### src/fll_params.svh
// Constants for the loop clock mode controller
`ifndef FLL_PARAMS_SVH
`define FLL_PARAMS_SVH
`define CLK_PERIOD_NS 50
`define FILTER_W 12
`define FILTER_RESET 12'h200
`define SEL_SELF 2'h0
`define SEL_INTERNAL 2'h1
`define SEL_BYPASS 2'h2
`define SEL_EXTERNAL 2'h3
`define XTAL_START_COUNT 4096
`define XTAL_CNT_W 13
`define SWITCH_GAP_NS 100
`define SWITCH_GAP_CYCLES ((`SWITCH_GAP_NS + `CLK_PERIOD_NS - 1) / `CLK_PERIOD_NS)
`define GAP_W 3
`define LOCK_TOL 4
`define UNLOCK_TOL 8
`define LOCK_SAMPLES 4
`define AVG_SAMPLES_LOG2 2
`endif

### src/fll_pkg.sv
// Types shared by the loop clock mode controller
`default_nettype none
package fll_pkg;
    typedef enum logic [2:0] {
        MODE_OFF,
        MODE_SELF,
        MODE_ENGAGED_INT,
        MODE_BYPASSED_EXT,
        MODE_ENGAGED_EXT
    } mode_t;
    typedef enum logic [1:0] {
        SRC_NONE,
        SRC_OSC,
        SRC_EXT
    } src_t;
endpackage : fll_pkg
`default_nettype wire

### src/error_window_monitor.sv
// Lock and oscillator stability detection from count error samples
`timescale 1ns/1ns
`default_nettype none
`include "fll_params.svh"
module error_window_monitor #(
    parameter int ERR_W = 8,
    parameter int LOCK_TOL = `LOCK_TOL,
    parameter int UNLOCK_TOL = `UNLOCK_TOL,
    parameter int LOCK_SAMPLES = `LOCK_SAMPLES
) (
    input wire logic clk_sys,
    input wire logic rstn,
    input wire logic clear,
    input wire logic sample_valid,
    input wire logic osc_static,
    input wire logic signed [ERR_W-1:0] count_error,
    output logic locked,
    output logic stable
);
    logic signed [ERR_W-1:0] prev_err, next_prev_err;
    logic have_prev, next_have_prev;
    logic [1:0] run, next_run;
    logic [3:0] lock_cnt, next_lock_cnt;
    logic next_locked, next_stable;
    logic signed [ERR_W:0] delta;
    logic inside_lock, outside_unlock, small_step;

    always_comb
    begin
        delta = $signed({count_error[ERR_W-1], count_error})
            - $signed({prev_err[ERR_W-1], prev_err});
        inside_lock = (count_error > -LOCK_TOL) && (count_error < LOCK_TOL);
        outside_unlock = (count_error > UNLOCK_TOL) || (count_error < -UNLOCK_TOL);
        small_step = (delta <= UNLOCK_TOL) && (delta >= -UNLOCK_TOL);
        next_prev_err = prev_err;
        next_have_prev = have_prev;
        next_run = run;
        next_lock_cnt = lock_cnt;
        next_locked = locked;
        next_stable = stable;
        if (clear)
        begin
            next_have_prev = 1'b0;
            next_run = 2'h0;
            next_lock_cnt = 4'h0;
            next_locked = 1'b0;
            next_stable = 1'b0;
        end
        else if (sample_valid)
        begin
            next_prev_err = count_error;
            next_have_prev = 1'b1;
            if (have_prev && small_step)
                next_run = (run == 2'h2) ? run : run + 2'h1;
            else
                next_run = 2'h0;
            if (next_run == 2'h2 && !osc_static)
                next_stable = 1'b1;
            if (!locked)
            begin
                if (inside_lock)
                begin
                    next_lock_cnt = lock_cnt + 4'h1;
                    if (next_lock_cnt == 4'(LOCK_SAMPLES))
                        next_locked = 1'b1;
                end
                else
                    next_lock_cnt = 4'h0;
            end
            else if (outside_unlock)
            begin
                next_locked = 1'b0;
                next_lock_cnt = 4'h0;
            end
        end
    end

    always_ff @(posedge clk_sys)
    begin
        if (!rstn)
        begin
            prev_err <= '0;
            have_prev <= 1'b0;
            run <= 2'h0;
            lock_cnt <= 4'h0;
            locked <= 1'b0;
            stable <= 1'b0;
        end
        else
        begin
            prev_err <= next_prev_err;
            have_prev <= next_have_prev;
            run <= next_run;
            lock_cnt <= next_lock_cnt;
            locked <= next_locked;
            stable <= next_stable;
        end
    end
endmodule : error_window_monitor
`default_nettype wire

### src/fll_clock_mode_control.sv
// Clock mode controller for the internal clock generator with its loop
// Functional notes
// - Stop without debug or hold: go off
// - Debug enabled: keep running during stop
// - Hold in stop: generators on, feed off
// - Interrupt wake: settings kept, feed resumes
// - Bypassed wake: output held until reference ready
// - Reset: defaults, self-clocked, nominal filter
// - Crystal: count 4096 edges before use
// - Self-clocked entry conditions incl. reference loss
// - Self-clocked: open loop, filter writable with select 00
// - Filter write sets oscillator frequency
// - Keep frequency unless entered through reset
// - Into engaged external: keep frequency, double divider until locked
// - Off exit with X1: wait stable, close
// - Engaged internal on select 01
// - Engaged internal uses internal reference
// - Unlocked until error inside lock window
// - Locked after enough in-window samples
// - Locked: filter update every four, averaged
// - Bypassed external entry conditions
// - Bypassed: oscillator and internal reference off
// - Crystal range bit selects band
// - Lock status zero in off, self, bypassed
// - Stable flag: steady error, cleared off
// - Engaged external needs stable; reference too, except when closing after off
`timescale 1ns/1ns
`default_nettype none
`include "fll_params.svh"
module fll_clock_mode_control #(
    parameter int ERR_W = 8,
    parameter int XTAL_START_COUNT = `XTAL_START_COUNT
) (
    input wire logic clk_sys,
    input wire logic rstn,
    input wire logic stop_req,
    input wire logic debug_enable,
    input wire logic osc_in_stop_enable,
    input wire logic [1:0] clock_select,
    input wire logic reference_select,
    input wire logic range_select,
    input wire logic reference_status,
    input wire logic loss_of_clock_flag,
    input wire logic xtal_edge,
    input wire logic osc_static,
    input wire logic filter_wr,
    input wire logic [`FILTER_W-1:0] filter_wdata,
    input wire logic sample_valid,
    input wire logic signed [ERR_W-1:0] count_error,
    output fll_pkg::mode_t mode,
    output logic lock_status,
    output logic osc_stable_flag,
    output logic [`FILTER_W-1:0] filter_value,
    output logic output_half_rate,
    output fll_pkg::src_t output_source,
    output logic output_clock_gate,
    output logic clock_feed_enable,
    output logic osc_enable,
    output logic internal_ref_enable,
    output logic loop_ref_external,
    output logic xtal_high_range
);
    fll_pkg::mode_t next_mode;
    logic pend_close, next_pend_close;
    logic off_to_bypass, next_off_to_bypass;
    logic next_half_rate;
    logic [`FILTER_W-1:0] next_filter;
    logic signed [ERR_W+1:0] acc, next_acc;
    logic [1:0] avg_cnt, next_avg_cnt;
    logic [`XTAL_CNT_W-1:0] xtal_cnt, next_xtal_cnt;
    logic xtal_ready, next_xtal_ready;
    fll_pkg::src_t next_source, want_source;
    logic [`GAP_W-1:0] gap_cnt, next_gap_cnt;
    logic go_off, ext_ready, ref_lost, mon_locked, mon_stable, engaged;
    logic signed [`FILTER_W:0] step;
    logic signed [ERR_W+1:0] sum4;

    assign go_off = stop_req && !debug_enable && !osc_in_stop_enable;
    // Only an external clock with no start-up count is ready as soon as detected
    assign ext_ready = reference_status && (!reference_select || xtal_ready);
    assign ref_lost = clock_select[1] && !reference_status && loss_of_clock_flag;
    assign engaged = (mode == fll_pkg::MODE_ENGAGED_INT) || (mode == fll_pkg::MODE_ENGAGED_EXT);
    assign lock_status = mon_locked && engaged;
    assign osc_stable_flag = mon_stable;
    assign clock_feed_enable = !stop_req || debug_enable;
    assign osc_enable = (mode != fll_pkg::MODE_OFF) && (mode != fll_pkg::MODE_BYPASSED_EXT);
    assign internal_ref_enable = osc_enable;
    // Internal reference feeds the loop until the external one is usable
    assign loop_ref_external = (mode == fll_pkg::MODE_ENGAGED_EXT) && ext_ready;
    assign xtal_high_range = reference_select && range_select;
    assign output_clock_gate = (output_source != fll_pkg::SRC_NONE) && (gap_cnt == '0)
        && (want_source == output_source) && clock_feed_enable;

    error_window_monitor #(
        .ERR_W(ERR_W)
    ) u_monitor (
        .clk_sys(clk_sys),
        .rstn(rstn),
        .clear(next_mode != mode),
        .sample_valid(sample_valid && (mode != fll_pkg::MODE_OFF)),
        .osc_static(osc_static),
        .count_error(count_error),
        .locked(mon_locked),
        .stable(mon_stable)
    );

    // Mode sequencing
    always_comb
    begin
        next_mode = mode;
        next_pend_close = pend_close;
        next_off_to_bypass = off_to_bypass;
        if (go_off)
        begin
            next_mode = fll_pkg::MODE_OFF;
            if (mode != fll_pkg::MODE_OFF)
                next_off_to_bypass = (clock_select == `SEL_BYPASS) && reference_status;
        end
        else
        begin
            unique case (mode)
                fll_pkg::MODE_OFF:
                begin
                    if (off_to_bypass)
                        next_mode = fll_pkg::MODE_BYPASSED_EXT;
                    else
                    begin
                        next_mode = fll_pkg::MODE_SELF;
                        next_pend_close = clock_select[0];
                    end
                end
                fll_pkg::MODE_SELF:
                begin
                    if (ref_lost)
                        next_pend_close = 1'b0;
                    else if (pend_close)
                    begin
                        if (mon_stable)
                        begin
                            next_pend_close = 1'b0;
                            if (clock_select == `SEL_INTERNAL)
                                next_mode = fll_pkg::MODE_ENGAGED_INT;
                            else if (clock_select == `SEL_EXTERNAL)
                                next_mode = fll_pkg::MODE_ENGAGED_EXT;
                        end
                    end
                    else if (clock_select == `SEL_INTERNAL)
                        next_mode = fll_pkg::MODE_ENGAGED_INT;
                    else if (clock_select == `SEL_BYPASS && reference_status)
                        next_mode = fll_pkg::MODE_BYPASSED_EXT;
                    else if (clock_select == `SEL_EXTERNAL && reference_status && mon_stable)
                        next_mode = fll_pkg::MODE_ENGAGED_EXT;
                end
                fll_pkg::MODE_ENGAGED_INT:
                begin
                    if (clock_select == `SEL_EXTERNAL && reference_status && mon_stable)
                        next_mode = fll_pkg::MODE_ENGAGED_EXT;
                    else if (clock_select != `SEL_INTERNAL)
                        next_mode = fll_pkg::MODE_SELF;
                end
                fll_pkg::MODE_ENGAGED_EXT:
                begin
                    if (loss_of_clock_flag && reference_status)
                        next_mode = fll_pkg::MODE_BYPASSED_EXT;
                    else if (ref_lost || clock_select != `SEL_EXTERNAL)
                        next_mode = (clock_select == `SEL_INTERNAL) ?
                            fll_pkg::MODE_ENGAGED_INT : fll_pkg::MODE_SELF;
                end
                fll_pkg::MODE_BYPASSED_EXT:
                begin
                    if (ref_lost || clock_select != `SEL_BYPASS)
                        next_mode = fll_pkg::MODE_SELF;
                end
            endcase
        end
    end

    always_ff @(posedge clk_sys)
    begin
        if (!rstn)
        begin
            mode <= fll_pkg::MODE_SELF;
            pend_close <= 1'b0;
            off_to_bypass <= 1'b0;
        end
        else
        begin
            mode <= next_mode;
            pend_close <= next_pend_close;
            off_to_bypass <= next_off_to_bypass;
        end
    end

    // Filter value, averaging and divider doubling
    always_comb
    begin
        next_filter = filter_value;
        next_acc = acc;
        next_avg_cnt = avg_cnt;
        next_half_rate = output_half_rate;
        sum4 = acc + ERR_W'(count_error);
        step = '0;
        if (next_mode == fll_pkg::MODE_ENGAGED_EXT && mode != fll_pkg::MODE_ENGAGED_EXT)
            next_half_rate = 1'b1;
        else if (next_mode != fll_pkg::MODE_ENGAGED_EXT || mon_locked)
            next_half_rate = 1'b0;
        if (mode == fll_pkg::MODE_SELF && clock_select == `SEL_SELF && filter_wr)
            next_filter = filter_wdata;
        else if (engaged && sample_valid)
        begin
            if (!lock_status)
            begin
                step = (`FILTER_W+1)'(count_error);
                next_filter = `FILTER_W'(($signed({1'b0, filter_value}) - step));
                next_acc = '0;
                next_avg_cnt = 2'h0;
            end
            else if (avg_cnt == 2'h3)
            begin
                step = (`FILTER_W+1)'(sum4 >>> `AVG_SAMPLES_LOG2);
                next_filter = `FILTER_W'(($signed({1'b0, filter_value}) - step));
                next_acc = '0;
                next_avg_cnt = 2'h0;
            end
            else
            begin
                next_acc = sum4;
                next_avg_cnt = avg_cnt + 2'h1;
            end
        end
    end

    always_ff @(posedge clk_sys)
    begin
        if (!rstn)
        begin
            filter_value <= `FILTER_RESET;
            acc <= '0;
            avg_cnt <= 2'h0;
            output_half_rate <= 1'b0;
        end
        else
        begin
            filter_value <= next_filter;
            acc <= next_acc;
            avg_cnt <= next_avg_cnt;
            output_half_rate <= next_half_rate;
        end
    end

    // Crystal start-up count and break-before-make source switching
    always_comb
    begin
        next_xtal_cnt = xtal_cnt;
        next_xtal_ready = xtal_ready;
        if (!reference_select || (mode == fll_pkg::MODE_OFF && !osc_in_stop_enable))
        begin
            next_xtal_cnt = '0;
            next_xtal_ready = 1'b0;
        end
        else if (xtal_edge && !xtal_ready)
        begin
            next_xtal_cnt = xtal_cnt + `XTAL_CNT_W'(1);
            if (next_xtal_cnt == `XTAL_CNT_W'(XTAL_START_COUNT))
                next_xtal_ready = 1'b1;
        end
        if (mode == fll_pkg::MODE_OFF)
            want_source = fll_pkg::SRC_NONE;
        else if (mode == fll_pkg::MODE_BYPASSED_EXT)
            want_source = ext_ready ? fll_pkg::SRC_EXT : fll_pkg::SRC_NONE;
        else
            want_source = fll_pkg::SRC_OSC;
        next_source = output_source;
        next_gap_cnt = gap_cnt;
        // The gate drops first and stays low for a whole gap, so neither clock is cut short
        if (want_source != output_source)
        begin
            if (gap_cnt == `GAP_W'(`SWITCH_GAP_CYCLES))
            begin
                next_source = want_source;
                next_gap_cnt = (want_source == fll_pkg::SRC_NONE) ? '0 : gap_cnt;
            end
            else
                next_gap_cnt = gap_cnt + `GAP_W'(1);
        end
        else if (gap_cnt != '0)
            next_gap_cnt = gap_cnt - `GAP_W'(1);
    end

    always_ff @(posedge clk_sys)
    begin
        if (!rstn)
        begin
            xtal_cnt <= '0;
            xtal_ready <= 1'b0;
            output_source <= fll_pkg::SRC_OSC;
            gap_cnt <= '0;
        end
        else
        begin
            xtal_cnt <= next_xtal_cnt;
            xtal_ready <= next_xtal_ready;
            output_source <= next_source;
            gap_cnt <= next_gap_cnt;
        end
    end
endmodule : fll_clock_mode_control
`default_nettype wire

### config.mk
export PLATFORM = sky130hd
export DESIGN_NAME = fll_clock_mode_control
export DESIGN_NICKNAME = d
export VERILOG_FILES = /design/src/fll_pkg.sv /design/src/error_window_monitor.sv /design/src/fll_clock_mode_control.sv
export VERILOG_INCLUDE_DIRS = /design/src
export SDC_FILE = /design/constraint.sdc
export NUM_CORES = 1
export LEC_CHECK = 0
export ABC_AREA = 0
export BUFFER_PORTS_ARGS = -buffer_cell sky130_fd_sc_hd__buf_2
export CORE_MARGIN = 4
export CORE_UTILIZATION = 59
export DETAILED_ROUTE_END_ITERATION = 8
export PLACE_DENSITY = 0.9
export SYNTH_ARGS = -nofsm -noshare
export SYNTH_HDL_FRONTEND = slang
export SYNTH_SLANG_ARGS = --single-unit
export TNS_END_PERCENT = 20
### constraint.sdc
create_clock -name clk_sys -period 4.88 [get_ports clk_sys]
set_input_delay 0.976 -clock clk_sys [delete_from_list [all_inputs] [get_ports clk_sys]]
set_output_delay 0.976 -clock clk_sys [all_outputs]
set_load 0.1 [all_outputs]
==> run_results.csv, run 1 <==
group,metric,value,unit
die,pin_count,61,
pwr,switching_share,35.82,%
worst_setup_path,crit_chain,"buf_2, ha_1, fa_1, a21o_1, a21oi_1, nor2b_1, o21a_1, o41a_1, xor2_1, mux2i_1, ha_1, or3_1, o21ai_1, nand2_1, or3b_2, a211oi_1, nand3b_1",
finish,syn_to_final_growth,12.34,%
clocking,cts_tree,"built",
die,dieWidth,100.0,um
placed_design,dpl_cell_area,5339,sq um
finish,final_util,68.33,%
timing,drv_slew,0,
pwr,power,1.801,mW
timing,whs,0.4657,ns
worst_setup_path,cp.arrival,4.92,ns
synth,synth_seq_cells,66,
placed_design,dpl.hpwl,9014,um
drt,viasPerCell,6.305,
worst_setup_path,critPathTopFamily,"compound AO/OA/AOI/OAI gates",
drt,wl_per_cell,15.87,um
finish,multi_input_area,3440,sq um
global_routing,grt_pass1_wl,21800,um
clocking,cts_resized,0,
global_routing,grt_use_total,26.26,%
clocking,htree_levels,3,
placed_design,io_buffer_count,60,
synth,synth_edf_count,0,
finish,instances_no_fill,802,
drt,wl,12730,um
drt,detailroute.wirelength.met3,789,um
finish,fillers,603,
synth,netlist_area,4997,sq um
run,drv_cap,0,
die,die_y,100.0,um
pwr,power_frac_seq,33.9,%
die,start_util,60.82,%
worst_setup_path,path_buf_inv,1,
placed_design,dp_cells,786,
finish,n_antenna_cell,0,
drt,drt_first_pass_iters,5,
pwr,powerDensity,320.9,nW/um^2
finish,seq_area,1321,sq um
worst_setup_path,worstSetupEndpointType,"register",
timing,worst_pin_slew,1.107,ns
drt,drt_iter0_drc,385,
die,core_area,8217,sq um
clocking,cts.reportedPaths.clkPinSlew,0.07,ns
timing,fmax,215.8,MHz
timing,final_hold_viol_count,0,
pwr,p_sw,0.6452,mW
drt,drtAntennaViolNets,0,
timing,skew,0.009471,ns
clocking,cts-root-buf,"clkbuf_8",
timing,rsz0062_at_grt,"false",
finish,layout_commonest_cell,"nor2_1",
worst_setup_path,cp_common_cell,"ha_1",
clocking,cts_sinks,66,
pwr,internal_power,1.156,mW
global_routing,grt_pass1_vias,4833,
drt,met1_length,5318,um
placed_design,gp_congestion,0.8668,
worst_setup_path,cpPeakStageDelay,0.49,ns
timing,period_share,94.95,%
clocking,cts.path.max_buffers,2,
drt,via_count,5057,
die,dieArea,10010,sq um
worst_setup_path,cp-start-kind,"primary input",
timing,min_period,4.633,ns
finish,drive_gt1_share,14.49,%
worst_setup_path,worstPathRequired,5.17,ns
synth,yosysWarnings,0,
synth,async_flop_share,0,%
drt,topRoutingLayerUsed,"met4",
finish,final_cell_mix,"nor2_1, dfxtp_1, buf_2",
timing,maxSlewHeadroom,25.91,%
pwr,ir_drop,0.1765,mV
global_routing,antenna_found_initial,0,
clocking,clk_latency,0.35,ns
synth,ys_seq_area_share,26.44,%
global_routing,grt_max_degree,36,
worst_setup_path,path_class,"in2reg",
worst_hold_path,worst_hold_path_type,"reg2reg",
synth,syn_area_per_cell,7.724,sq um
global_routing,gr-total-overflow,0,
timing,timing.final.ws_setup,0.2466,ns
pwr,pwr-share-comb,30.9,%
synth,ys.flop_type,"dfxtp_1",
pwr,p_clk_share,35.2,%
synth,syn_nets,719,
clocking,postCtsHoldBufs,0,
pwr,leakage,2.248,nW
timing,final.setup.tns,0,ns
timing,setup_viol,0,
worst_setup_path,path_max_fanout,5,
clocking,cts_setup_buffers,0,
drt,drc,0,
finish,final_area,5614,sq um
drt,met2_length,6385,um
die,rows,33,
clocking,numCtsBuffers,9,
run_status,outcome,"completed",
worst_setup_path,slowest_stage,"or3b_2",
synth,yosysUniqueCellTypes,68,
synth,syn-instance-count,647,
placed_design,dp_slack,-0.04466,ns
finish,fin_nets,764,
## per-layer routing
| metal | vias to the layer above | track usage (%) |
|---|---|---|
| met5 | - | 0 |
| met4 | 0 | 9.845 |
| met3 | 31 | 4.795 |
| met2 | 210 | 45.61 |
| met1 | 2382 | 32.38 |
| li1 | 2434 | - |
## synth_stat cells, drive strengths merged (11+ instances only)
cell	instances	share of area, %
or3	14	1.8
nand2b	11	1.4
dfxtp	66	26
nand2	57	4.4
xor2	17	3.0
nor2	76	5.7
nand4	12	1.5
mux2i	16	3.2
nor2b	17	2.1
clkbuf	21	1.6
ha	34	8.5
inv	28	2.1
xnor2	13	2.3
nor3	24	2.5
nand3	27	2.7
a21oi	39	3.9
o21ai	26	2.6
## power groups by stage
stage | Combinational, mW | Clock (mW) | Sequential [mW]
CTS | 0.554 | 0.634 | 0.609
global placement | 0.528 | 0 | 0.618
detailed placement | 0.550 | 0 | 0.621
finish | 0.557 | 0.634 | 0.611
floorplan | 0.380 | 0 | 0.685
global route | 0.609 | 0.662 | 0.614
## logic make-up (layout without fill, tap and decap cells)
family	count (synthesis)	after routing	share of synthesized area (%)
XOR/XNOR	31	31	5.708
AND/OR/NAND/NOR	280	280	28.37
flip-flops	66	66	26.44
multiplexers	16	16	3.205
AO/OA/AOI/OAI	157	157	21.61
adder cells (fa/ha/maj)	37	37	9.715
buffers and inverters	60	110	4.957
## worst paths after layout
kind	startpoint	end	slack [ns]	cells after the start
max	count_error[0]	filter_value[9]$_SDFFE_PN1P_	0.25	17
min	u_monitor.run[0]$_SDFFE_PP0P_	u_monitor.run[0]$_SDFFE_PP0P_	0.47	2
max reg2reg	mode[1]$_SDFF_PN0_	filter_value[8]$_SDFFE_PN0P_	0.57	14
min reg2reg	u_monitor.run[0]$_SDFFE_PP0P_	u_monitor.run[0]$_SDFFE_PP0P_	0.47	2
## registers in the layout, summed over array words and instances, names as in the netlist, 2 cells and up
name	flops
u_monitor.prev_err	8
u_monitor.lock_cnt	4
output_source	2
avg_cnt	2
mode	3
gap_cnt	3
xtal_cnt	13
u_monitor.run	2
acc	10
filter_value	12
## worst min-delay path: stages (launching register included)
cell	delay, ns
dfxtp_1	0.32
nand2_1	0.05
a21oi_1	0.05
## area by class of cell
cell class | count | area share [%]
clock buffers | 10 | 2.452
clock inverters | 6 | 2.452
inverters | 29 | 1.939
flip-flops and latches | 66 | 23.53
well taps | 105 | 2.340
multi-input cells | 521 | 61.27
repair buffers | 65 | 6.017
Power figures use the tool's default switching activity.
==> run 2: changes to the inputs <==
--- a/config.mk
+++ b/config.mk
@@ -6,7 +6,7 @@
 export SDC_FILE = /design/constraint.sdc
 export NUM_CORES = 1
 export LEC_CHECK = 0
-export ABC_AREA = 0
+export ABC_AREA = 1
 export BUFFER_PORTS_ARGS = -buffer_cell sky130_fd_sc_hd__buf_2
 export CORE_MARGIN = 4
 export CORE_UTILIZATION = 59
==> run 2 against run 1 <==
Final cell count is 9.1% higher; design area shrank 6.0%; flip-flop and latch count unchanged; non-clock buffer count shrank 4; wire length decreased by 5.2%; via count is 1.4% lower; largest cell class unchanged.
==> run_results.csv, run 2 <==
group,metric,value,unit
worst_setup_path,cpPeakStageDelay,0.42,ns
die,start_util,60.74,%
worst_setup_path,ff2ff_path_depth,22,
finish,syn_to_final_growth,11.80,%
synth,syn-instance-count,712,
worst_setup_path,worstSetupStartpoint,"count_error[0]",
die,dieArea,9492,sq um
drt,drtAntennaViolNets,0,
timing,final.setup.tns,0,ns
worst_hold_path,min_path_cells,2,
global_routing,grt_pass1_wl,21090,um
global_routing,grt_max_degree,27,
clocking,cts.reportedPaths.clkPinSlew,0.07,ns
global_routing,gr-total-overflow,0,
clocking,clk_latency,0.35,ns
finish,largest_registers,"xtal_cnt: 13 flops, filter_value: 12 flops, acc: 10 flops",
placed_design,gp_congestion,0.9650,
timing,final_hold_viol_count,0,
synth,ys.flop_type,"dfxtp_1",
synth,synth_commonest_cells,"nand2_1, inv_1, nor2_1",
finish,final_cell_mix,"nand2_1, inv_1, nor2_1",
finish,drive_gt1_share,12.42,%
drt,drt_first_pass_iters,5,
synth,synth_edf_count,0,
placed_design,dp_slack,0.5261,ns
timing,maxSlewHeadroom,47.18,%
finish,layout_commonest_cell,"nand2_1",
synth,synth-simple-area-share,29.36,%
drt,drt_iter0_drc,340,
clocking,cts_sinks,66,
synth,netlist.area_leader.share,28.00,%
clocking,cts_resized,0,
finish,n_antenna_cell,0,
clocking,postCtsHoldBufs,0,
synth,ys_seq_area_share,28.00,%
synth,synth-xor-area-share,6.470,%
timing,fmax,244.2,MHz
finish,regMostFlops,"xtal_cnt",
global_routing,grt_use_total,26.02,%
worst_setup_path,r2r_start,"mode[2]$_SDFF_PN0_",
clocking,cts_tree,"built",
synth,netlist_area,4718,sq um
pwr,leakage,2.540,nW
synth,async_flop_share,0,%
timing,drv_slew,0,
worst_setup_path,worstSetupEndpointType,"register",
run,drv_cap,0,
finish,fillers,688,
die,dieWidth,97.43,um
synth,syn_nets,784,
global_routing,busiest_layer,"met2",
synth,synthAdderAreaFrac,10.29,%
timing,period_share,83.93,%
synth,synth.most_common_cell,"nand2_1",
timing,setup_viol,0,
worst_setup_path,crit_cells,23,
global_routing,grtUsageMet3,4.882,%
global_routing,grt_pass1_vias,4682,
clocking,htree_levels,3,
drt,viasPerCell,5.698,
worst_setup_path,crit_chain,"buf_2, ha_1, fa_1, nand3_1, nand2_1, a21oi_1, o21bai_1, a21oi_1, nor2_1, nor2_1, xnor2_1, o21ai_0, ha_1, nand4_1, o221ai_1, nand3_1, nand2_1, nand2_1, nand2_1, nand2_1, nand3_1, nand2_1, a21oi_1",
timing,min_period,4.096,ns
placed_design,io_buffer_count,60,
finish,largest_reg_flops,13,
worst_setup_path,cp-start-kind,"primary input",
worst_setup_path,worstPathRequired,5.15,ns
timing,timing.final.ws_setup,0.7843,ns
pwr,powerDensity,452.6,nW/um^2
die,core_area,7767,sq um
global_routing,antenna_found_initial,0,
global_routing,use_met2,44.54,%
clocking,cts.path.max_buffers,2,
synth,synth_top_area_cell,"dfxtp_1",
timing,rsz0062_at_grt,"false",
run_status,outcome,"completed",
worst_setup_path,critPathTopFamily,"simple AND/OR/NAND/NOR gates",
global_routing,grt_use_met1,33.24,%
pwr,ir_drop,0.2629,mV
worst_setup_path,reg2reg_to,"filter_value[10]$_SDFFE_PN0P_",
clocking,cts-root-buf,"clkbuf_8",
timing,skew,0.01199,ns
synth,yosysUniqueCellTypes,46,
clocking,cts_setup_buffers,0,
worst_setup_path,slowest_stage,"fa_1",
drt,via_count,4986,
worst_setup_path,rrSetupSlack,0.89,ns
drt,wl_per_cell,13.79,um
die,die_y,97.43,um
drt,drc,0,
timing,worst_pin_slew,0.7874,ns
die,rows,32,
synth,synth_seq_cells,66,
drt,wl,12070,um
placed_design,dpl.hpwl,9154,um
synth,synthTopCellsByArea,"dfxtp_1, nand2_1, ha_1, inv_1, a21oi_1",
synth,synth_top_family_by_area,"simple AND/OR/NAND/NOR gates",
synth,yosysWarnings,0,
worst_setup_path,cp.arrival,4.37,ns
clocking,numCtsBuffers,9,
finish,fin_nets,841,
worst_setup_path,path_max_fanout,5,
worst_setup_path,path_class,"in2reg",
worst_setup_path,cp_common_cell,"nand2_1",
synth,syn_area_per_cell,6.627,sq um
synth,synth.area.mux_share,0,%
die,pin_count,61,
worst_setup_path,path_buf_inv,1,
worst_hold_path,worst_hold_path_type,"reg2reg",
synth,synth_compound_area_share,17.05,%
worst_setup_path,cp-endpoint,"filter_value[11]$_SDFFE_PN0P_",
-- run 2: worst min-delay path by stage --
stage	startpoint	to	slack, ns
6_report	acc[8]$_SDFFE_PN0P_	acc[8]$_SDFFE_PN0P_	0.47
5_1_grt	acc[7]$_SDFFE_PN0P_	acc[7]$_SDFFE_PN0P_	0.48
4_1_cts	acc[7]$_SDFFE_PN0P_	acc[7]$_SDFFE_PN0P_	0.47
3_5_place_dp	acc[7]$_SDFFE_PN0P_	acc[7]$_SDFFE_PN0P_	0.46
3_3_place_gp	xtal_ready$_SDFFE_PP0P_	xtal_ready$_SDFFE_PP0P_	0.46
2_1_floorplan	xtal_ready$_SDFFE_PP0P_	xtal_ready$_SDFFE_PP0P_	0.44
-- run 2: worst reg2reg max path, delay by kind of cell, from the launching register on --
family                   cells  cell delay, ns
AND/OR/NAND/NOR             12            1.69
flip-flops                   1            0.45
adder cells (fa/ha/maj)      1            0.34
AO/OA/AOI/OAI                6            1.06
buffers and inverters        3            0.34
-- run 2: logic make-up after synthesis --
family / count (synthesis)
AOI/OAI and AO/OA: 141
and+or+nand+nor: 325
xor gates and xnor gates: 34
DFF: 66
buffers and inverters: 109
adders and majority gates: 37
-- run 2: per-layer routing --
layer / vias to the layer above / wire length, um / part of all wire [%]
met5: - / 0 / 0
met4: 0 / 227 / 1.9
met3: 30 / 963 / 8.0
met2: 217 / 5899 / 49
met1: 2269 / 4975 / 41
li1: 2470 / - / -
-- run 2: layout make-up --
class / instances / area [sq um] / share of cell area (%)
Tap cell: 102 / 127.6 / 2.419
Timing Repair Buffer: 61 / 307.8 / 5.835
Inverter: 94 / 352.8 / 6.689
Multi-Input combinational cell: 537 / 2980 / 56.50
Clock inverter: 3 / 40.04 / 0.7590
Clock buffer: 12 / 145.1 / 2.751
Sequential cell: 66 / 1321 / 25.05
-- run 2: report_power, final --
group	switching [mW]	internal, mW
Clock	0.204	0.246
Sequential	0.0691	0.623
Combinational	0.899	0.346
-- run 2: per-stage QoR --
step	util (%)	cells	hold slack, ns	total power [mW]	instance area (sq um)
6_report	67.91	875	0.4705	2.388	5275
5_1_grt	67.91	875	0.4840	2.582	5275
4_1_cts	67.91	875	0.4711	2.386	5275
3_5_place_dp	65.53	860	0.4610	1.934	5090
3_3_place_gp	65.53	860	0.4555	1.881	5090
2_1_floorplan	-	712	0.4403	1.704	4718
==> run 3: changes to the inputs <==
==> constraint.sdc (replaced) <==
create_clock -name clk_sys -period 4.1 [get_ports clk_sys]
set_input_delay 0.82 -clock clk_sys [delete_from_list [all_inputs] [get_ports clk_sys]]
set_output_delay 0.82 -clock clk_sys [all_outputs]
set_load 0.1 [all_outputs]
==> run 3 against run 2 <==
Count of clock-buffer cells in the layout unchanged; design area up 1.1%; sequential power up 19%; critical path depth unchanged; non-clock buffer count up 3; largest power group unchanged.
==> run_results.csv, run 3 (synthesis results as in run 2) <==
group,metric,value,unit
die,start_util,60.74,%
run,drv_cap,0,
die,dieArea,9492,sq um
drt,drc,0,
finish,multi_input_area,2993,sq um
worst_setup_path,worstSetupStartpoint,"count_error[0]",
timing,setup_viol,0,
die,core_area,7767,sq um
global_routing,grt_use_total,25.51,%
finish,final_util,68.65,%
worst_setup_path,path_class,"in2reg",
worst_setup_path,r2r_start,"mode[0]$_SDFF_PN1_",
clocking,clk_latency,0.35,ns
clocking,cts_tree,"built",
drt,drtAntennaViolNets,0,
drt,drt_first_pass_iters,5,
drt,wl,12060,um
timing,maxSlewHeadroom,51.04,%
global_routing,grt_pass1_wl,20660,um
clocking,cts_sinks,66,
placed_design,gp_congestion,0.9205,
drt,viasPerCell,5.644,
clocking,cts_setup_buffers,0,
global_routing,antenna_found_initial,0,
global_routing,grt_max_degree,21,
clocking,htree_levels,3,
timing,worst_pin_slew,0.7317,ns
worst_setup_path,worstPathRequired,4.38,ns
timing,fmax,262.8,MHz
placed_design,io_buffer_count,60,
finish,n_antenna_cell,0,
finish,syn_to_final_growth,13.02,%
timing,final_hold_viol_count,0,
pwr,ir_drop,0.3283,mV
worst_setup_path,cp-endpoint,"filter_value[11]$_SDFFE_PN0P_",
pwr,power,2.882,mW
worst_setup_path,path_max_fanout,5,
worst_setup_path,cp.arrival,4.09,ns
worst_setup_path,reg2reg_to,"filter_value[10]$_SDFFE_PN0P_",
global_routing,grt_pass1_vias,4828,
pwr,leakage,2.559,nW
finish,largest_registers,"xtal_cnt: 13 flops, filter_value: 12 flops, acc: 10 flops",
worst_setup_path,worstSetupEndpointType,"register",
timing,min_period,3.806,ns
die,dieWidth,97.43,um
die,pin_count,61,
clocking,cts.path.max_buffers,2,
finish,fin_nets,844,
finish,largest_reg_flops,13,
clocking,cts.reportedPaths.clkPinSlew,0.08,ns
finish,fillers,653,
timing,skew,0.01118,ns
worst_setup_path,cp-start-kind,"primary input",
finish,seq_area,1324,sq um
finish,final_cell_mix,"nand2_1, inv_1, nor2_1",
pwr,powerDensity,540.5,nW/um^2
clocking,cts-root-buf,"clkbuf_8",
placed_design,dpl.hpwl,9157,um
finish,layout_commonest_cell,"nand2_1",
worst_setup_path,rrSetupSlack,0.54,ns
timing,rsz0062_at_grt,"false",
finish,regMostFlops,"xtal_cnt",
drt,drt_iter0_drc,369,
clocking,postCtsHoldBufs,0,
run_status,outcome,"completed",
clocking,numCtsBuffers,9,
worst_hold_path,worst_hold_path_type,"reg2reg",
worst_setup_path,ff2ff_path_depth,21,
timing,drv_slew,0,
finish,drive_gt1_share,13.51,%
die,rows,32,
drt,via_count,4961,
global_routing,gr-total-overflow,0,
timing,period_share,92.82,%
drt,wl_per_cell,13.71,um
die,die_y,97.43,um
timing,final.setup.tns,0,ns
==> run 3: cell count changes in the layout (fill, tap and decap cells not counted), moves of 2 or more <==
cell / previous run / this run
dfxtp_2: 0 / 2
buf_4: 1 / 4
a21oi_2: 1 / 3
clkinvlp_4: 0 / 2
dfxtp_1: 66 / 64
a21oi_1: 63 / 61
==> run 3: per-stage QoR <==
stage / hold slack [ns] / std cells / worst slack [ns] / area [sq um]
after CTS: 0.4776 / 879 / 0.3571 / 5320
final: 0.4754 / 879 / 0.2942 / 5333
after floorplan: 0.4403 / 712 / -0.007001 / 4722
after detailed placement: 0.4671 / 863 / -0.004420 / 5115
after global routing: 0.5047 / 879 / 0.01333 / 5333
after global placement: 0.4530 / 863 / 0.1376 / 5115
==> run 3: routing by layer <==
metal | GRT usage [%] | up-vias | routed length [um]
met5 | 0 | - | 0
met4 | 11.82 | 0 | 373
met3 | 6.246 | 44 | 712
met2 | 43.23 | 186 | 5821
met1 | 30.27 | 2272 | 5148
li1 | - | 2459 | -
==> run 3: area by class of cell <==
type / instances / share of cell area (%)
tap: 102 / 2.393
timing repair buffer: 64 / 6.194
sequential: 66 / 24.82
clock buffer: 12 / 2.909
clock inverter: 4 / 0.9385
inverter: 94 / 6.617
multi-input combinational: 537 / 56.12
==> run 3: where the power goes <==
group          leakage, nW  internal, mW  total, mW  switching, mW
Clock               0.0986         0.313      0.575          0.262
Combinational         1.92         0.416       1.48           1.07
Sequential           0.537         0.742      0.824         0.0823
Total                 2.56          1.47       2.88           1.41
==> run 3: timing repair <==
action,4_1_cts,5_1_grt
hold endpoints to repair,0,0
gates resized for setup,0,3
endpoints found under the setup margin,0,1
==> run 3: critical path, cell delays in order <==
cell and delay, ns:
buf_2 0.13, ha_1 0.26, fa_1 0.42, nand3_1 0.11, nand2_1 0.09, a21oi_1 0.15, o21bai_1 0.11, a21oi_1 0.15
nor2_1 0.06, nor2_1 0.13, xnor2_1 0.15, o21ai_0 0.11, ha_1 0.35, nand4_1 0.11, o221ai_1 0.30, nand3_1 0.12
nand2_1 0.11, nand2_1 0.07, nand2_1 0.06, nand2_1 0.05, nand3_1 0.06, nand2_1 0.07, a21oi_1 0.11
==> run 3: worst min path at each step <==
| stage | end | slack (ns) | start | cells past startpoint |
|---|---|---|---|---|
| 5_1_grt | acc[2]$_SDFFE_PN0P_ | 0.50 | acc[2]$_SDFFE_PN0P_ | 2 |
| 6_report | u_monitor.lock_cnt[3]$_SDFFE_PP0P_ | 0.48 | u_monitor.lock_cnt[3]$_SDFFE_PP0P_ | 2 |
| 4_1_cts | avg_cnt[1]$_SDFFE_PN0P_ | 0.48 | avg_cnt[1]$_SDFFE_PN0P_ | 2 |
| 3_5_place_dp | u_monitor.lock_cnt[3]$_SDFFE_PP0P_ | 0.47 | u_monitor.lock_cnt[3]$_SDFFE_PP0P_ | 2 |
| 2_1_floorplan | xtal_ready$_SDFFE_PP0P_ | 0.44 | xtal_ready$_SDFFE_PP0P_ | 2 |
| 3_3_place_gp | xtal_ready$_SDFFE_PP0P_ | 0.45 | xtal_ready$_SDFFE_PP0P_ | 2 |
